<file path="config.mk">
export PLATFORM = sky130hd
export DESIGN_NAME = sap_adc_port
export DESIGN_NICKNAME = d
export VERILOG_FILES = /design/src/design/sap_pkg.sv /design/src/design/sap_lat_if.sv /design/src/design/sap_result_latch.sv /design/src/design/sap_adc_port.sv
export SDC_FILE = /design/constraint.sdc
export NUM_CORES = 1
export LEC_CHECK = 0
export ABC_AREA = 1
export BUFFER_PORTS_ARGS = -buffer_cell sky130_fd_sc_hd__buf_2
export CORE_MARGIN = 1
export CORE_UTILIZATION = 45
export DETAILED_ROUTE_END_ITERATION = 7
export GPL_TIMING_DRIVEN = 0
export PLACE_DENSITY = 0.66
export SYNTH_ARGS = -nofsm -noshare
export SYNTH_HDL_FRONTEND = slang
export SYNTH_SLANG_ARGS = --single-unit
</file>
<file path="constraint.sdc">
create_clock -name i_core_clk -period 3.6 [get_ports i_core_clk]
set_input_delay 0.36 -clock i_core_clk [delete_from_list [all_inputs] [get_ports i_core_clk]]
set_output_delay 0.36 -clock i_core_clk [all_outputs]
set_load 0.1 [all_outputs]
</file>
<file path="src/design/sap_pkg.sv">
// Shared constants, types and helpers for the converter host port.
`default_nettype none
package sap_pkg;
  localparam int CLK_PERIOD_NS   = 20;
  localparam int T_CONV_NS       = 7400;
  localparam int T_BUSY_DLY_NS   = 220;
  localparam int CONV_CYCLES     = T_CONV_NS / CLK_PERIOD_NS;
  localparam int BUSY_DLY_CYCLES = T_BUSY_DLY_NS / CLK_PERIOD_NS;
  localparam int CNT_W           = 9;
  localparam int DATA_W          = 16;
  localparam int BYTE_W          = 8;

  localparam logic [CNT_W-1:0]  CNT_ZERO   = 9'h000;
  localparam logic [CNT_W-1:0]  CNT_ONE    = 9'h001;
  localparam logic [CNT_W-1:0]  CONV_LAST  = CNT_W'(CONV_CYCLES - 1);
  localparam logic [CNT_W-1:0]  BUSY_LAST  = CNT_W'(BUSY_DLY_CYCLES - 1);
  localparam logic [DATA_W-1:0] RESULT_RST = 16'h0000;

  typedef logic [DATA_W-1:0] sap_word_t;

  typedef enum logic [1:0] {
    SAP_IDLE,
    SAP_CONV,
    SAP_SETTLE
  } sap_state_e;

  // Exchanges the upper and lower bytes when the swap select is high.
  function automatic sap_word_t sap_byte_order(input sap_word_t w, input logic swap);
    sap_byte_order = swap ? {w[BYTE_W-1:0], w[DATA_W-1:BYTE_W]} : w;
  endfunction
endpackage
`default_nettype wire

</file>
<file path="src/design/sap_lat_if.sv">
// Signals between the conversion control and the output latch.
`default_nettype none
interface sap_lat_if;
  import sap_pkg::*;
  logic      load;
  sap_word_t code;
  logic      swap;
  logic      enable;
  sap_word_t data;
  logic      oe_n;
  modport ctrl  (output load, code, swap, enable, input data, oe_n);
  modport latch (input load, code, swap, enable, output data, oe_n);
endinterface
`default_nettype wire

</file>
<file path="src/design/sap_result_latch.sv">
// Result latch with byte ordering and registered bus drivers.
`default_nettype none
module sap_result_latch (
  input  wire logic i_core_clk,
  input  wire logic i_reset_n,
  sap_lat_if.latch  lat
);
  import sap_pkg::*;

  typedef struct packed {
    sap_word_t code_q;
    sap_word_t data_q;
    logic      oe_n_q;
  } sap_lat_s;

  sap_lat_s st_q;
  sap_lat_s st_d;

  always_comb begin
    st_d = st_q;
    if (lat.load) begin
      st_d.code_q = lat.code;
    end
    st_d.data_q = sap_byte_order(st_q.code_q, lat.swap);
    st_d.oe_n_q = ~lat.enable;
  end

  always_ff @(posedge i_core_clk or negedge i_reset_n) begin
    if (!i_reset_n) begin
      st_q <= '{code_q: RESULT_RST, data_q: RESULT_RST, oe_n_q: 1'b1};
    end else begin
      st_q <= st_d;
    end
  end

  assign lat.data = st_q.data_q;
  assign lat.oe_n = st_q.oe_n_q;

  a_natural_order: assert property (@(posedge i_core_clk) disable iff (!i_reset_n)
    $stable(st_q.code_q) && $past(!lat.swap) |-> lat.data == st_q.code_q)
    else $error("Unswapped output does not match the latched result.");
  a_swapped_order: assert property (@(posedge i_core_clk) disable iff (!i_reset_n)
    $stable(st_q.code_q) && $past(lat.swap) |->
      lat.data == {st_q.code_q[BYTE_W-1:0], st_q.code_q[DATA_W-1:BYTE_W]})
    else $error("Swapped output does not exchange the bytes.");
  a_drivers_follow: assert property (@(posedge i_core_clk) disable iff (!i_reset_n)
    ##1 lat.oe_n == !$past(lat.enable))
    else $error("Bus drivers do not follow the select one cycle later.");
  a_previous_kept: assert property (@(posedge i_core_clk) disable iff (!i_reset_n)
    !lat.load |=> $stable(st_q.code_q))
    else $error("Latched result changed without a load.");
  c_swapped_read: cover property (@(posedge i_core_clk) disable iff (!i_reset_n)
    lat.swap && !lat.oe_n);
endmodule
`default_nettype wire

</file>
<file path="src/design/sap_adc_port.sv">
// Conversion control and parallel readout port of the converter.
// Contract
// - With chip select low, falling read/convert enters hold and starts a conversion.
// - Chip select and read/convert are ORed; falling chip select can start too.
// - With chip select low, rising read/convert enables the result drivers.
// - With read/convert high, falling chip select enables the result drivers.
// - Result bits are high impedance when chip select high or read/convert low; here o_result_oe_n goes high and o_result_bits stays driven.
// - Swap select low gives natural order; high exchanges the two bytes.
// - Busy is low during a conversion and high otherwise.
// - The new result is latched before busy rises.
// - A valid result is ready within 8 us of the start edge.
// - Busy rises about 220 ns after the internal end of conversion.
// - Result is valid at least 50 ns before busy rises.
// - Previous result stays latched about 7.4 us into the next conversion.
// - Data is valid 10 to 83 ns after enable or swap change.
// - The result is a two's-complement code passed through unchanged.
// - Start requests during a conversion are ignored; here a start still held low when busy rises begins a new conversion at once.
// - At conversion end the 16-bit result is loaded into the output latch.
`default_nettype none
module sap_adc_port (
  input  wire logic              i_core_clk,
  input  wire logic              i_reset_n,
  input  wire logic              i_cs_n,
  input  wire logic              i_rc_n,
  input  wire logic              i_half_swap,
  input  wire sap_pkg::sap_word_t i_sar_code,
  output var  sap_pkg::sap_word_t o_result_bits,
  output var  logic              o_result_oe_n,
  output var  logic              o_busy,
  output var  logic              o_hold
);
  import sap_pkg::*;

  typedef struct packed {
    sap_state_e       state;
    logic [CNT_W-1:0] cnt;
    logic             start_n_prev;
    logic             rearm;
    logic             busy;
    logic             hold;
  } sap_ctl_s;

  sap_ctl_s  st_q;
  sap_ctl_s  st_d;
  logic      start_n;
  logic      start_fall;
  logic      load;
  sap_lat_if lat ();

  assign start_n    = i_cs_n | i_rc_n;
  assign start_fall = ~start_n & st_q.start_n_prev;
  assign load       = (st_q.state == SAP_CONV) && (st_q.cnt == CONV_LAST);

  always_comb begin
    st_d              = st_q;
    st_d.start_n_prev = start_n;
    st_d.rearm        = 1'b0;
    case (st_q.state)
      SAP_IDLE: begin
        if (start_fall || (st_q.rearm && !start_n)) begin
          st_d.state = SAP_CONV;
          st_d.cnt   = CNT_ZERO;
          st_d.busy  = 1'b0;
          st_d.hold  = 1'b1;
        end
      end
      SAP_CONV: begin
        st_d.cnt = st_q.cnt + CNT_ONE;
        if (st_q.cnt == CONV_LAST) begin
          st_d.state = SAP_SETTLE;
          st_d.cnt   = CNT_ZERO;
          st_d.hold  = 1'b0;
        end
      end
      SAP_SETTLE: begin
        st_d.cnt = st_q.cnt + CNT_ONE;
        if (st_q.cnt == BUSY_LAST) begin
          st_d.state = SAP_IDLE;
          st_d.busy  = 1'b1;
          st_d.rearm = 1'b1;
        end
      end
      default: begin
        st_d.state = SAP_IDLE;
        st_d.busy  = 1'b1;
        st_d.hold  = 1'b0;
      end
    endcase
  end

  always_ff @(posedge i_core_clk or negedge i_reset_n) begin
    if (!i_reset_n) begin
      st_q <= '{state: SAP_IDLE, cnt: CNT_ZERO, start_n_prev: 1'b1, rearm: 1'b0,
                busy: 1'b1, hold: 1'b0};
    end else begin
      st_q <= st_d;
    end
  end

  assign lat.load   = load;
  assign lat.code   = i_sar_code;
  assign lat.swap   = i_half_swap;
  assign lat.enable = ~i_cs_n & i_rc_n;

  sap_result_latch u_latch (
    .i_core_clk (i_core_clk),
    .i_reset_n  (i_reset_n),
    .lat        (lat)
  );

  assign o_result_bits = lat.data;
  assign o_result_oe_n = lat.oe_n;
  assign o_busy        = st_q.busy;
  assign o_hold        = st_q.hold;

  localparam int LOW_TOTAL = CONV_CYCLES + BUSY_DLY_CYCLES;
  logic [9:0] low_cnt_q;

  always_ff @(posedge i_core_clk or negedge i_reset_n) begin
    if (!i_reset_n) begin
      low_cnt_q <= 10'h000;
    end else begin
      low_cnt_q <= o_busy ? 10'h000 : low_cnt_q + 10'h001;
    end
  end

  a_start_enters_hold: assert property (@(posedge i_core_clk) disable iff (!i_reset_n)
    st_q.state == SAP_IDLE && start_fall |=> !o_busy && o_hold)
    else $error("Start edge did not begin a conversion.");
  a_busy_stays_low: assert property (@(posedge i_core_clk) disable iff (!i_reset_n)
    $fell(o_busy) |-> !o_busy [*8])
    else $error("Busy rose early in a conversion.");
  a_conv_length: assert property (@(posedge i_core_clk) disable iff (!i_reset_n)
    $rose(o_busy) |-> low_cnt_q == LOW_TOTAL)
    else $error("Busy low time differs from the conversion length.");
  a_load_before_busy: assert property (@(posedge i_core_clk) disable iff (!i_reset_n)
    load |-> ##12 $rose(o_busy))
    else $error("Busy did not rise twelve cycles after the latch load.");
  a_restart_ignored: assert property (@(posedge i_core_clk) disable iff (!i_reset_n)
    st_q.state == SAP_CONV && start_fall && st_q.cnt != CONV_LAST |=>
      st_q.state == SAP_CONV && st_q.cnt == $past(st_q.cnt) + CNT_ONE)
    else $error("A start request disturbed a running conversion.");
  a_immediate_restart: assert property (@(posedge i_core_clk) disable iff (!i_reset_n)
    $rose(o_busy) && !start_n |=> !o_busy)
    else $error("Held start did not restart the converter.");

  c_conversion_done: cover property (@(posedge i_core_clk) disable iff (!i_reset_n)
    $rose(o_busy));
  c_cs_started: cover property (@(posedge i_core_clk) disable iff (!i_reset_n)
    !i_rc_n && $fell(i_cs_n) && st_q.state == SAP_IDLE);
  c_restart: cover property (@(posedge i_core_clk) disable iff (!i_reset_n)
    $rose(o_busy) && !start_n);
endmodule
`default_nettype wire

</file>
Word-level counts from Yosys, hierarchy flattened
Cells that the tools add are included.
Storage, ports and cells
  input port bits: 21
  output and inout port bits: 19
  register bits after elaboration: 48
Cells by class
  equal/unequal tests: 7
  $add $sub $neg: 1
  mux-type cells: 12
  reductions and logical operators: 10
  bitwise gates (word level): 8
Operators by type and width (number)
  9-bit one-hot mux with 3 select lines: 1
  11-bit 2-to-1 mux: 2
  16-bit 2-to-1 mux: 1
  9-bit by 1-bit adder with 9-bit output (second input constant): 1
  9-bit by 4-bit equality test with 1-bit output (second input constant): 1
  9-bit equality test (second input constant): 1
  3-bit AND reduction: 3
  2-bit 2-to-1 mux: 3
  1-bit one-hot mux with 3 select lines: 2
  2-bit one-hot mux with 3 select lines: 1
  1-bit NOT: 5
  2-bit inequality test (second input constant): 2
  3-bit nonzero test: 1
  1-bit bitwise AND: 2
  2-bit by 1-bit equality test with 1-bit output (second input constant): 1
  2-bit equality test (second input constant): 1
  1-bit logical AND: 2
  2-bit zero test: 1
  1-bit 2-to-1 mux: 2
  2-bit by 1-bit inequality test with 1-bit output (second input constant): 1
  2-bit AND reduction: 1
  1-bit zero test: 1
  1-bit logical OR: 1
  1-bit OR: 1

Logic depth before layout (Yosys ltp)
  word-level depth: 6
  gate-level depth with buffers: 10
  depth with buffers taken out: 9

Cells and area by module
A second synthesis with hierarchy kept.
Second synthesis, totals
  cells, all modules: 293
  area, all modules: 2403.6 sq um
By module, submodules not included
  sap_result_latch: instances 1, cells an instance 154, area an instance 1396.3 sq um
  sap_adc_port: instances 1, cells an instance 139, area an instance 1007.2 sq um

Least setup slack after synthesis
No wires, ideal clock.
  path type: register -> register
  start: reg st_q[13] (netlist bit)
  end: reg st_q[12] (netlist bit)
  path buffers: 1
  period minus slack after synthesis: 1.413 ns
  required time: 3.479 ns
  arrival: 1.292 ns
  setup slack: 2.187 ns
  stages on the path, launching flop included: 9
  cells stage by stage: dfrtp_1 inv_1 ha_1 nand2_1 nand2_1 buf_4 nand4_1 nand2_1 nor2_1
On the way
  word-level cells in the longest chain between the ends: 3
RTL lines
  start: declaration: line sap_adc_port.sv:43  | sap_ctl_s st_q;
  start signal: assignment: line sap_adc_port.sv:93  | st_q <= '{state: SAP_IDLE, cnt: CNT_ZERO, start_n_prev: 1'b1, rearm: 1'b0,
  start signal: assignment: line sap_adc_port.sv:96  | st_q <= st_d;
  2-bit by 1-bit equality test with 1-bit output, or another cell as far along: line sap_adc_port.sv:58  | case (st_q.state)
  3-bit nonzero test (no source line) or 2-bit inequality test (tied branches)
  2-bit AND reduction (no source line)
Parallel ways exist; a longest one is shown, timed or not.
A chain may end at the register's enable or synchronous reset.

Final worst setup path
  start: reg st_q[13] (netlist bit)
  end: reg st_q[8] (netlist bit)
Same word-level chain as after synthesis.

==> metrics.txt <==
status finished, final reports clean; CTS tree built; Max Cap Viol 0; max frequency 0.606 GHz; mux cell area share after synthesis 0%; worst setup margin 1.95 ns; worst min path class input pin to flip-flop; RSZ-0062 raised after global routing false; Core Area 4880 µm²; CTS Hold Bufs 0; fin crit period 1.65 ns; Final Hold Violating Endpoints 0; global-route wire length before repair 7320 µm; crit path DAT 1.83 ns; Clock Skew 0.00471 ns; CP max FO 6; Slew Limit Fails 0; FF-to-FF End st_q[8]$_DFFE_PN0P_; Worst setup SP type flip-flop; post-layout instance area 2740 µm²; Reg clk slew, reported paths 0.09 ns; most common cell after layout, fill and taps aside nand2_1; Setup crit end st_q[8]$_DFFE_PN0P_; area grow syn2layout 16.4%; dpl ws 1.97 ns; Starting Density 48.3%; Routed WL per cell 10.8 µm; Leakage 1.36 nW; Post-Synth Adder-Cell Area 3.18%; Post-Syn Area per Cell 8.57 µm²; DRT antenna net count 0; post-synth cell types 23; Synth area leader dfrtp_1; Mapped Nets 302; die area 5530 µm²; WS Path Type flip-flop to flip-flop; Critical Path Sink Type flip-flop; Worst-Skew Late Latency 0.29 ns; cells after synthesis 275; H-tree Lvls 2; Nets 348; drt total wl 4200 µm; Post-Synth XOR/XNOR Area 0%; Placed Area 2640 µm²; synth top area cells dfrtp_1 (48%), nand2_1 (14%), buf_4 (5.4%); dominant synthesized flop cell dfrtp_1; # setup viols final 0; setup bufs post-CTS 0; Root Driver clkbuf_8; initial antenna violation count 0; iteration-0 DRC count of the detailed router 68; Worst Tran Pin Value 1.03 ns; period utilization 45.8%; main combinational cell family by area after synthesis simple AND/OR/NAND/NOR gates; ANT cells 0; Via Count 1769; I/O pin count 40; PostCTS Resize Cnt 0; flop2flop setup slack 1.95 ns; Pre-antenna DRT Iters 5; Power Dens Cells 511 nW/µm²; clk buf depth 2; total of warnings raised by yosys 0; vias in the first global route 1661; top-area cell type share of the netlist area 47.8%; detailed placement HPWL 3050 µm; Synth Area in Compound Gates 7.06%; Max rail drop VDD 0.000398 V; worst reg2reg path depth 7; Post-Syn Area 2360 µm²; most frequent cells in the layout nand2_1 (86), dfrtp_1 (45), buf_2 (39); flops & latches, synth 48; largest net degree at the start of global routing 49; Worst Setup SP st_q[13]$_DFFE_PN0P_; GPL Wtd Cong 0.839; number of core rows 25; EDFF count, synth 0; total power 0.00140 W; asr flop ratio synth 100%; drt via density 4.55; R2R Path Start st_q[13]$_DFFE_PN0P_; CP required 3.78 ns; share of cells above drive strength 1 27.3%; residual DRC count 0; setup TNS 0 ns; Port Buffers 39; gr usage total 17.6%; Die W 74.4 µm; Slew headroom 31.5%; CTS Buf Count 5; clk sinks 48; register area share after synthesis 51.1%; GRT overflow 0; Synth Area in Simple Gates 26.3%; die height 74.4 µm
[layer usage]
layer	global-route usage (%)	part of all wire, %	up-vias
li1	-	-	932
met1	22.0	46	799
met2	30.0	50	33
met3	4.20	3.6	5
met4	5.24	0.91	0
met5	0	0	-
[cell usage after synthesis (2+ instances only)]
cell type  instances
o21ai_0           14
inv_1             29
o21ai_2            4
nor2_1            20
clkbuf_1           3
dfrtp_1           45
buf_4             17
ha_1               6
nand2_1           86
nand4_1            6
inv_2              2
a21oi_1            9
nand2_2            8
nand3_1           14
dfstp_2            3
nand2_4            2
[per-stage QoR]
stage                     hold WS (ns)  util [%]  instances
after detailed placement         0.463      54.0        381
final                            0.193      56.2        389
after CTS                        0.185      56.2        389
after global routing             0.192      56.2        389
after floorplan                 0.0644         -        275
after global placement           0.451      54.0        381
[kinds of logic (layout without fill, tap and decap cells)]
kind of cell / Yosys count / after routing
compound gates: 28 / 28
fa+ha+maj: 6 / 6
buf+inv: 53 / 100
flops: 48 / 48
simple gates: 140 / 140
[power breakdown]
| part | internal [W] | total (W) | switching, W |
|---|---|---|---|
| combinational | 0.000105 | 0.000422 | 0.000317 |
| clock | 0.000206 | 0.000377 | 0.000171 |
| sequential | 0.000578 | 0.000602 | 0.0000242 |
[critical path: stages, from the launching register on]
cell     delay, ns
dfrtp_1       0.38
inv_1         0.07
ha_1          0.43
nand2_1       0.09
nand2_1       0.14
inv_1         0.14
a21oi_4       0.22
nor2_1        0.07
[registers in the layout, indices dropped and copies added, names as in the netlist]
signal            flops
o_busy                1
o_hold                1
st_q                 13
u_latch.lat.data     16
u_latch.lat.oe_n      1
u_latch.st_q         16
[final cells by class]
cell class	count	area, µm²
clock buffers	6	72.6
flip-flops and latches	48	1200
clock inverters	2	35.0
fillers	461	2140
inverters	31	116
well taps	67	83.8
repair buffers	39	195
plain buffers	22	174
multi-input cells	174	862
[how the worst min path moves through the flow]
| stage | startpoint | endpoint | slack (ns) | cells past startpoint |
|---|---|---|---|---|
| global placement | o_busy$_DFFE_PN1P_ | o_busy$_DFFE_PN1P_ | 0.45 | 2 |
| floorplan | i_reset_n | o_hold$_DFFE_PN0P_ | 0.06 | 0 |
| detailed placement | o_busy$_DFFE_PN1P_ | o_busy$_DFFE_PN1P_ | 0.46 | 2 |
| finish | i_rc_n | u_latch.lat.oe_n$_DFF_PN1_ | 0.19 | 2 |
| CTS | i_rc_n | u_latch.lat.oe_n$_DFF_PN1_ | 0.18 | 2 |
| global route | i_rc_n | u_latch.lat.oe_n$_DFF_PN1_ | 0.19 | 2 |
Power figures use the tool's default switching activity.
